**config.mk**
```make
export PLATFORM = sky130hd
export DESIGN_NAME = quad_mode_entry_exit_control
export DESIGN_NICKNAME = d
export VERILOG_FILES = /design/src/pin_sync.v /design/src/byte_shift.v /design/src/quad_mode_entry_exit_control.v
export VERILOG_INCLUDE_DIRS = /design/src /design/src/inc
export SDC_FILE = /design/constraint.sdc
export NUM_CORES = 1
export LEC_CHECK = 0
export BUFFER_PORTS_ARGS = -buffer_cell sky130_fd_sc_hd__buf_2
export CAP_MARGIN = 20
export CORE_MARGIN = 4
export CORE_UTILIZATION = 55
export DETAILED_ROUTE_END_ITERATION = 7
export GPL_ROUTABILITY_DRIVEN = 1
export HOLD_SLACK_MARGIN = 0.15
export PLACE_DENSITY = 0.86
export SLEW_MARGIN = 10
export SYNTH_ARGS = -nofsm -noshare
export SYNTH_HDL_FRONTEND = slang
export SYNTH_SLANG_ARGS = --single-unit
export TNS_END_PERCENT = 10
```
**constraint.sdc**
```tcl
create_clock -name pclk -period 2.33 [get_ports pclk]
set_input_delay 0.466 -clock pclk [delete_from_list [all_inputs] [get_ports pclk]]
set_output_delay 0.466 -clock pclk [all_outputs]
set_load 0.05 [all_outputs]
```
**src/inc/quad_mode_defines.vh**
```
// constants for the quad-mode entry and exit control block
`ifndef QUAD_MODE_DEFINES_VH
`define QUAD_MODE_DEFINES_VH
// serial instruction codes
`define OP_READ_SR1       8'h05
`define OP_READ_SR2       8'h35
`define OP_WRITE_SR       8'h01
`define OP_QUAD_IO_READ   8'hEB
`define OP_FOUR_ENTER     8'h38
`define OP_FOUR_EXIT      8'hF5
// mode byte after the address of a 0-4-4 read
`define MODE_CONT_NIBBLE  4'hA
`define MODE_EXIT_BYTE    8'h00
`define MODE_RESET_NIB    4'hF
// link edges per phase
`define EDGES_BYTE_SINGLE 4'h8
`define EDGES_BYTE_QUAD   4'h2
`define EDGES_ADDR_MODE   4'h8
// status register bit positions
`define SR1_BUSY_BIT      0
`define SR1_WEL_BIT       1
`define SR1_HI_LSB        2
`define SR2_QEN_BIT       1
// apb byte offsets
`define OFS_CTRL          12'h000
`define OFS_STATE         12'h004
`define OFS_PARAM         12'h038
// control and state register fields
`define CTRL_BUSY_BIT     0
`define STATE_SR1_LSB     0
`define STATE_SR2_LSB     8
`define STATE_CONT_BIT    16
`define STATE_FOUR_BIT    17
// parameter word fields, listed from bit 31 down
`define PW_RFU            8'hFF
`define PW_HOLD_WP_DIS    1'h0
`define PW_QEN_REQ        3'h5
`define PW_ENTRY          4'hD
`define PW_EXIT           6'h3D
`define PW_SUPPORTED      1'h1
`define PW_FOUR_ON        5'h02
`define PW_FOUR_OFF       4'h2
// reset values
`define BUSY_RST          1'h0
`define SR1_HI_RST        6'h00
`define QEN_RST           1'h0
`define SYNC_RST          6'h20
`endif

```
**src/pin_sync.v**
```verilog
// three-stage synchroniser per pin; output follows once stages two and three agree
module pin_sync #(
   parameter W   = 6,
   parameter RST = 6'h20
) (
   input  wire         clk,
   input  wire         rst_n,
   input  wire [W-1:0] d,
   output wire [W-1:0] q
);
   reg [W-1:0] s1_q;
   reg [W-1:0] s2_q;
   reg [W-1:0] s3_q;
   reg [W-1:0] q_q;
   genvar i;
   generate
      for (i = 0; i < W; i = i + 1) begin : g_bit
         always @(posedge clk or negedge rst_n) begin
            if (!rst_n) begin
               s1_q[i] <= RST[i];
               s2_q[i] <= RST[i];
               s3_q[i] <= RST[i];
               q_q[i]  <= RST[i];
            end else begin
               s1_q[i] <= d[i];
               s2_q[i] <= s1_q[i];
               s3_q[i] <= s2_q[i];
               if (s2_q[i] == s3_q[i]) begin
                  q_q[i] <= s3_q[i];
               end
            end
         end
      end
   endgenerate
   assign q = q_q;
endmodule

```
**src/byte_shift.v**
```verilog
// link input shifter: one or four bits per link edge into a byte
module byte_shift (
   input  wire       clk,
   input  wire       rst_n,
   input  wire       shift,
   input  wire       wide,
   input  wire [3:0] d,
   output wire [7:0] byte_q,
   output wire [7:0] byte_d
);
   reg [7:0] sh_q;
   assign byte_d = wide ? {sh_q[3:0], d} : {sh_q[6:0], d[0]};
   assign byte_q = sh_q;
   always @(posedge clk or negedge rst_n) begin
      if (!rst_n) begin
         sh_q <= 8'h00;
      end else if (shift) begin
         sh_q <= byte_d;
      end
   end
endmodule

```
**src/quad_mode_entry_exit_control.v**
```verilog
// quad-mode entry and exit control: serial decode, status registers, apb view
//
// Functional notes
// - quad-enable flag sits at bit 1 of the second status register.
// - instruction 05h returns the first status register.
// - instruction 35h returns the second status register holding quad-enable.
// - instruction 01h with two bytes loads quad-enable from bit 1 of byte two.
// - mode byte with upper nibble A keeps continuous 0-4-4 read; needs quad-enable.
// - mode byte 00h ends continuous 0-4-4 read at the end of that read.
// - Fh on all four lines for 8 clocks ends continuous 0-4-4 read.
// - instruction 38h switches to four-line instruction, address and data.
// - instruction F5h returns from four-line command mode to single line.
// - hold and write-protect cannot be disabled; parameter bit 23 reads 0.
// - parameter bits 22:20 read 101b, the quad-enable requirement code.
// - parameter bits 19:16 read 1101b, the 0-4-4 entry methods.
// - parameter bits 15:10 read 111101, the 0-4-4 exit methods.
// - parameter bit 9 reads 1, continuous 0-4-4 read supported.
// - parameter bits 31:24 read all ones.
// - host polls busy at bit 0 of the first status register.
//
// Design decision made here: the APB register port.
`include "quad_mode_defines.vh"
module quad_mode_entry_exit_control (
   input  wire        pclk,
   input  wire        presetn,
   input  wire        psel,
   input  wire        penable,
   input  wire        pwrite,
   input  wire [11:0] paddr,
   input  wire [31:0] pwdata,
   output wire [31:0] prdata,
   output wire        pready,
   output wire        pslverr,
   input  wire        sck,
   input  wire        cs_n,
   input  wire [3:0]  quad_data_lines_in,
   output wire [3:0]  quad_data_lines_out,
   output wire [3:0]  quad_data_lines_oe,
   output wire        quad_enable_flag,
   output wire        four_line_command_mode,
   output wire        cont_read_mode,
   output wire        write_in_progress_flag
);
   localparam [5:0] ST_IDLE = 6'h01;
   localparam [5:0] ST_CMD  = 6'h02;
   localparam [5:0] ST_ADDR = 6'h04;
   localparam [5:0] ST_WR   = 6'h08;
   localparam [5:0] ST_OUT  = 6'h10;
   localparam [5:0] ST_SKIP = 6'h20;

   wire [5:0]  pins_s;
   wire        cs_s;
   wire        sck_s;
   wire [3:0]  dq_s;
   wire [7:0]  sh_d;
   wire        wide;
   wire        sck_rise;
   wire        sck_fall;
   wire        cs_fall;
   wire        cs_rise;
   wire [3:0]  byte_edges;
   wire        byte_last;
   wire        apb_acc;
   wire        apb_wr;
   wire [31:0] param_word;
   wire [31:0] state_word;

   reg  [5:0]  st_q;
   reg  [3:0]  cnt_q;
   reg         sck_q;
   reg         cs_q;
   reg         qen_q;
   reg  [5:0]  sr1_hi_q;
   reg         four_q;
   reg         cont_q;
   reg         cont_next_q;
   reg         addr_done_q;
   reg         all_f_q;
   reg         pend_four_on_q;
   reg         pend_four_off_q;
   reg  [1:0]  wr_cnt_q;
   reg  [7:0]  wr_b0_q;
   reg  [7:0]  wr_b1_q;
   reg         sel_sr2_q;
   reg  [7:0]  out_q;
   reg  [3:0]  dout_q;
   reg  [3:0]  doe_q;
   reg         busy_q;
   reg         pready_q;
   reg         pslverr_q;
   reg  [31:0] prdata_q;
   reg  [7:0]  sr1_val;
   reg  [7:0]  sr2_val;
   reg  [7:0]  stat_val;

   // link pins are asynchronous to pclk; sck is oversampled, not used as a clock
   pin_sync #(
      .W   (6),
      .RST (`SYNC_RST)
   ) u_sync (
      .clk   (pclk),
      .rst_n (presetn),
      .d     ({cs_n, sck, quad_data_lines_in}),
      .q     (pins_s)
   );

   assign cs_s  = pins_s[5];
   assign sck_s = pins_s[4];
   assign dq_s  = pins_s[3:0];

   // sck edges are only taken while the chip is selected
   assign sck_rise = sck_s & ~sck_q & ~cs_s;
   assign sck_fall = ~sck_s & sck_q & ~cs_s;
   assign cs_fall  = ~cs_s & cs_q;
   assign cs_rise  = cs_s & ~cs_q;

   // four lines in four-line command mode and in every 0-4-4 address phase
   assign wide       = four_q | st_q[2];
   assign byte_edges = wide ? `EDGES_BYTE_QUAD : `EDGES_BYTE_SINGLE;
   assign byte_last  = (cnt_q == (byte_edges - 4'h1));

   byte_shift u_shift (
      .clk    (pclk),
      .rst_n  (presetn),
      .shift  (sck_rise),
      .wide   (wide),
      .d      (dq_s),
      .byte_q (),
      .byte_d (sh_d)
   );

   always @(posedge pclk or negedge presetn) begin
      if (!presetn) begin
         sck_q <= 1'b0;
         cs_q  <= 1'b1;
      end else begin
         sck_q <= sck_s;
         cs_q  <= cs_s;
      end
   end

   // live status bytes, resampled whenever a new byte is loaded for output
   always @* begin
      sr1_val = {sr1_hi_q, 2'b00};
      sr1_val[`SR1_BUSY_BIT] = busy_q;
      sr1_val[`SR1_WEL_BIT] = 1'b0;
      sr2_val = 8'h00;
      sr2_val[`SR2_QEN_BIT] = qen_q;
      stat_val = sel_sr2_q ? sr2_val : sr1_val;
   end

   // serial transaction state machine
   always @(posedge pclk or negedge presetn) begin
      if (!presetn) begin
         st_q           <= ST_IDLE;
         cnt_q          <= 4'h0;
         qen_q          <= `QEN_RST;
         sr1_hi_q       <= `SR1_HI_RST;
         four_q         <= 1'b0;
         cont_q         <= 1'b0;
         cont_next_q    <= 1'b0;
         addr_done_q    <= 1'b0;
         all_f_q        <= 1'b0;
         pend_four_on_q  <= 1'b0;
         pend_four_off_q <= 1'b0;
         wr_cnt_q       <= 2'h0;
         wr_b0_q        <= 8'h00;
         wr_b1_q        <= 8'h00;
         sel_sr2_q      <= 1'b0;
         out_q          <= 8'h00;
         dout_q         <= 4'h0;
         doe_q          <= 4'h0;
      end else if (cs_rise) begin
         // every mode change is committed when the host deselects
         st_q  <= ST_IDLE;
         doe_q <= 4'h0;
         if (pend_four_on_q) begin
            four_q <= 1'b1;
         end
         if (pend_four_off_q) begin
            four_q <= 1'b0;
         end
         if (addr_done_q) begin
            cont_q <= cont_next_q;
         end
         // a truncated byte or a third byte voids the write
         if (st_q[3] && wr_cnt_q == 2'h2 && cnt_q == 4'h0) begin
            sr1_hi_q <= wr_b0_q[7:`SR1_HI_LSB];
            qen_q    <= wr_b1_q[`SR2_QEN_BIT];
         end
      end else if (cs_fall) begin
         cnt_q          <= 4'h0;
         addr_done_q    <= 1'b0;
         all_f_q        <= 1'b1;
         pend_four_on_q  <= 1'b0;
         pend_four_off_q <= 1'b0;
         wr_cnt_q       <= 2'h0;
         doe_q          <= 4'h0;
         // no instruction byte while continuous read is armed
         st_q <= cont_q ? ST_ADDR : ST_CMD;
      end else begin
         case (st_q)
            ST_CMD: begin
               if (sck_rise) begin
                  cnt_q <= byte_last ? 4'h0 : cnt_q + 4'h1;
                  if (byte_last) begin
                     st_q <= ST_SKIP;
                     case (sh_d)
                        `OP_READ_SR1: begin
                           sel_sr2_q <= 1'b0;
                           out_q     <= sr1_val;
                           st_q      <= ST_OUT;
                        end
                        `OP_READ_SR2: begin
                           sel_sr2_q <= 1'b1;
                           out_q     <= sr2_val;
                           st_q      <= ST_OUT;
                        end
                        `OP_WRITE_SR: begin
                           // status writes are ignored while the array is busy
                           if (!busy_q) begin
                              st_q <= ST_WR;
                           end
                        end
                        `OP_QUAD_IO_READ: begin
                           if (qen_q) begin
                              st_q <= ST_ADDR;
                           end
                        end
                        `OP_FOUR_ENTER: begin
                           pend_four_on_q <= ~four_q;
                        end
                        `OP_FOUR_EXIT: begin
                           pend_four_off_q <= four_q;
                        end
                        default: begin
                           st_q <= ST_SKIP;
                        end
                     endcase
                  end
               end
            end
            ST_ADDR: begin
               // six address nibbles then the two nibbles of the mode byte
               if (sck_rise) begin
                  cnt_q <= cnt_q + 4'h1;
                  if (dq_s != `MODE_RESET_NIB) begin
                     all_f_q <= 1'b0;
                  end
                  if (cnt_q == (`EDGES_ADDR_MODE - 4'h1)) begin
                     addr_done_q <= 1'b1;
                     st_q        <= ST_SKIP;
                     if (all_f_q && dq_s == `MODE_RESET_NIB) begin
                        cont_next_q <= 1'b0;
                     end else if (sh_d[7:4] == `MODE_CONT_NIBBLE) begin
                        cont_next_q <= qen_q;
                     end else if (sh_d == `MODE_EXIT_BYTE) begin
                        cont_next_q <= 1'b0;
                     end else begin
                        cont_next_q <= 1'b0;
                     end
                  end
               end
            end
            ST_WR: begin
               if (sck_rise) begin
                  cnt_q <= byte_last ? 4'h0 : cnt_q + 4'h1;
                  if (byte_last) begin
                     if (wr_cnt_q == 2'h0) begin
                        wr_b0_q <= sh_d;
                     end
                     if (wr_cnt_q == 2'h1) begin
                        wr_b1_q <= sh_d;
                     end
                     if (wr_cnt_q != 2'h3) begin
                        wr_cnt_q <= wr_cnt_q + 2'h1;
                     end
                  end
               end
            end
            ST_OUT: begin
               // mode 0: the msb appears at the fall after the last opcode edge,
               // so that fall must load, not shift, or the host loses bit 7
               if (sck_fall && doe_q == 4'h0) begin
                  doe_q  <= four_q ? 4'hF : 4'h2;
                  dout_q <= four_q ? out_q[7:4] : {2'b00, out_q[7], 1'b0};
               end else if (sck_fall) begin
                  cnt_q <= byte_last ? 4'h0 : cnt_q + 4'h1;
                  if (byte_last) begin
                     // repeated reads of a status byte track the live value
                     out_q  <= stat_val;
                     dout_q <= four_q ? stat_val[7:4] : {2'b00, stat_val[7], 1'b0};
                  end else if (four_q) begin
                     out_q  <= {out_q[3:0], 4'h0};
                     dout_q <= out_q[3:0];
                  end else begin
                     out_q  <= {out_q[6:0], 1'b0};
                     dout_q <= {2'b00, out_q[6], 1'b0};
                  end
               end
            end
            ST_SKIP: begin
               st_q <= ST_SKIP;
            end
            ST_IDLE: begin
               st_q <= ST_IDLE;
            end
            default: begin
               st_q <= ST_IDLE;
            end
         endcase
      end
   end

   // fixed discoverable parameter word
   assign param_word = {
      `PW_RFU,
      `PW_HOLD_WP_DIS,
      `PW_QEN_REQ,
      `PW_ENTRY,
      `PW_EXIT,
      `PW_SUPPORTED,
      `PW_FOUR_ON,
      `PW_FOUR_OFF
   };

   assign state_word = {14'h0000, four_q, cont_q, sr2_val, sr1_val};

   // apb slave: one wait state, so pready is a plain flop
   assign apb_acc = psel & penable & ~pready_q;
   assign apb_wr  = psel & penable & pready_q & pwrite;

   always @(posedge pclk or negedge presetn) begin
      if (!presetn) begin
         pready_q  <= 1'b0;
         pslverr_q <= 1'b0;
         prdata_q  <= 32'h00000000;
         busy_q    <= `BUSY_RST;
      end else begin
         pready_q <= apb_acc;
         if (apb_acc) begin
            prdata_q  <= 32'h00000000;
            pslverr_q <= 1'b0;
            case (paddr)
               `OFS_CTRL: begin
                  if (!pwrite) begin
                     prdata_q <= {31'h00000000, busy_q};
                  end
               end
               `OFS_STATE: begin
                  if (pwrite) begin
                     pslverr_q <= 1'b1;
                  end else begin
                     prdata_q <= state_word;
                  end
               end
               `OFS_PARAM: begin
                  if (pwrite) begin
                     pslverr_q <= 1'b1;
                  end else begin
                     prdata_q <= param_word;
                  end
               end
               default: begin
                  pslverr_q <= 1'b1;
               end
            endcase
         end
         // a write lands at the edge where pready is seen high
         if (apb_wr && paddr == `OFS_CTRL) begin
            busy_q <= pwdata[`CTRL_BUSY_BIT];
         end
      end
   end

   assign prdata                 = prdata_q;
   assign pready                 = pready_q;
   assign pslverr                = pslverr_q;
   assign quad_data_lines_out    = dout_q;
   assign quad_data_lines_oe     = doe_q;
   assign quad_enable_flag       = qen_q;
   assign four_line_command_mode = four_q;
   assign cont_read_mode         = cont_q;
   assign write_in_progress_flag = busy_q;

endmodule

```
==> results.md <==
- 1st-pass router iterations: 4
- R2R depth: 9
- Number of fill cells: 685
- # hold bufs at CTS: 0
- Max FFs per register: 11
- Hold crit path type: input port to asynchronous set/reset pin
- Die W: 104.1 um
- I/O pins: 101
- Total global-route track usage: 21.44%
- Critical path's most frequent cell: buf_4
- Worst path bufs/invs: 3
- Synth top area share: 43.83%
- CTS Root Cell: clkbuf_8
- Vias/cell: 5.816
- Setup TNS: 0 ns
- CTS Buffer Depth: 2
- Required time worst endpoint: 2.58 ns
- Vias in the first global route: 3872
- Syn Inst Count: 498
- Status: complete, no violations
- Share of cells above drive strength 1: 32.53%
- Largest net degree at the start of global routing: 54
- Leak Pwr: 2.842 nW
- Crit-path max FO: 9
- # DRC: 0
- Worst-skew pair later-pin latency: 0.36 ns
- Post-placement cell area: 5622 sq um
- Routed wire length: 11210 um
- # clock sinks: 95
- Critical Path AT: 2.55 ns
- DR vias: 3990
- Global-route wire length before repair: 18980 um
- Antenna violation net count after detailed routing: 0
- Yosys warns: 0
- Relative slew slack: 55.82%
- CP peak stage delay: 0.50 ns
- Count of cell types in the netlist: 76
- Core Util, Final: 66.28%
- Area of the multi-input gates: 2370 sq um
- Post-synth EDFFs: 0
- Grt total ovfl: 0
- Most common cell after layout, fill and taps aside: dfrtp_1
- Clock-pin slew on the worst setup and hold paths: 0.09 ns
- Synthesized area: 5081 sq um
- Max Cap Viol: 0
- IO Port Bufs: 65
- Main flop type after synthesis: dfrtp_1
- Initial Util: 57.42%
- Final setup fails: 0
- Avg Inst Size Synth: 10.20 sq um
- Slowest CP cell: dfrtp_2
- Largest delay share family, worst path: simple AND/OR/NAND/NOR gates
- Area growth syn-to-layout: 15.41%
- Crit-path cells: buf_4 -> nor4_2 -> nand3_1 -> buf_4 -> a211oi_2 -> buf_4 -> and2_1 -> a21oi_1 -> mux2_2
- Num rows: 34
- Final Max Tran Viols: 0
- Final hold vios: 0
- Post-route cell area: 5864 sq um
- Core Region: 8848 sq um
- Levels on crit path: 9
- Fin Clk Skew: 0.01082 ns
- GP Congestion: 0.9058
- Ant. Diodes: 0
- Die Ht: 104.1 um
- FF/Latch Area: 2387 sq um
- CTS HTree Levels: 3
- Ys async rst share: 100.0%
- Drt initial violations: 302
- Most frequent cells in the layout: dfrtp_1, buf_2, nand2_1
- Avg WL per Cell: 16.34 um
- Final worst-path cycle share: 98.83%
- Overall Power: 3.859 mW
- Initial antenna violation count: 0
- Synth area leaders: dfrtp_1, mux2_2, nand2_1
- Max VDD drop: 0.3491 mV
- WS Path Type: flip-flop to flip-flop
- Power Density: 658.1 nW/um^2
- TritonCTS Buffers: 9
- HPWL after detailed placement: 8312 um
- TritonCTS clock tree: built
- Crit end category: flip-flop
- Max frequency: 0.4343 GHz
- Startpoint class of the critical path: flip-flop
- Sequential fraction of the synthesis area: 46.93%
- Final Net Count: 636
- Tmin final: 2.303 ns
- Die Area: 10840 sq um
- Worst-margin pin slew: 0.6627 ns
- RSZ-0062 raised after global routing: yes
- Yosys reg bits: 95
- Cell taking the most area after synthesis: dfrtp_1
-- cells in the mapped netlist, drive strengths merged (5+ instances only) --
| library cell | n |
|---|---|
| mux2 | 23 |
| buf | 34 |
| nand4 | 5 |
| ha | 8 |
| a21oi | 19 |
| dfstp | 6 |
| nor2b | 6 |
| inv | 19 |
| nand3 | 16 |
| nor4 | 9 |
| nand2 | 63 |
| o21ai | 38 |
| maj3 | 6 |
| mux2i | 20 |
| dfrtp | 89 |
| nor2 | 27 |
| clkbuf | 15 |
| nor3 | 8 |
| nor3b | 6 |
| o21a | 5 |
-- per-stage QoR --
stage	worst slack, ns	instances	hold slack (ns)
after detailed placement	-0.05439	668	0.3347
after floorplan	0.01218	501	0.1704
after CTS	0.02428	686	0.1571
final	0.02730	686	0.1426
after global routing	-0.06019	686	0.1826
after global placement	-0.01025	668	0.3327
-- per-layer routing --
| layer | global-route usage (%) | share of wire [%] | up-vias |
|---|---|---|---|
| li1 | - | - | 1881 |
| met1 | 28.35 | 43 | 1925 |
| met2 | 34.08 | 48 | 159 |
| met3 | 4.097 | 6.2 | 25 |
| met4 | 10.26 | 3.1 | 0 |
| met5 | 0 | 0 | - |
-- cell families (layout without fill, tap and decap cells) --
family | after synthesis | in the layout | share of synthesized area [%]
other | 1 | 4 | 0.07380
buffers and inverters | 68 | 145 | 7.190
AND/OR/NAND/NOR | 175 | 175 | 19.23
XOR/XNOR | 7 | 7 | 1.207
flip-flops | 95 | 95 | 46.93
multiplexers | 44 | 44 | 9.554
AO/OA/AOI/OAI | 94 | 94 | 12.66
adder cells (fa/ha/maj) | 14 | 14 | 3.152
-- final cells by class --
type                            count  area share [%]
Sequential cell                    95           40.71
Timing Repair Buffer              110           11.99
Multi-Input combinational cell    338           40.41
Tap cell                          108           2.304
Clock inverter                      5          0.9601
Inverter                           19           1.216
Clock buffer                       11           2.411
-- path summary, 6_finish.rpt --
path,from,endpoint,slack [ns]
worst max register to register,st_q[2]$_DFFE_PN0P_,out_q[2]$_DFFE_PN0P_,0.03
worst max-delay path,st_q[2]$_DFFE_PN0P_,out_q[2]$_DFFE_PN0P_,0.03
worst min register to register,u_sync.s1_q[4]$_DFF_PN0_,u_sync.s2_q[4]$_DFF_PN0_,0.35
min in group pclk,cs_n,u_sync.s1_q[5]$_DFF_PN1_,0.20
max in group asynchronous,presetn,wr_b0_q[5]$_DFFE_PN0P_,1.54
worst min-delay path,presetn,quad_data_lines_out[0]$_DFFE_PN0P_,0.14
-- where the power goes --
group / internal (mW) / switching [mW] / total (mW) / leakage [nW]
sequential: 1.77 / 0.196 / 1.97 / 1.22
clock: 0.527 / 0.566 / 1.09 / 0.0997
combinational: 0.380 / 0.420 / 0.800 / 1.52
total: 2.68 / 1.18 / 3.86 / 2.84
-- repair_timing --
item                                    in CTS  in global routing
gates resized for setup                      2                  9
endpoints found under the setup margin       9                 18
pin swaps                                    2                  2
setup buffers                                2                  0
(Power assumes the default switching activity.)
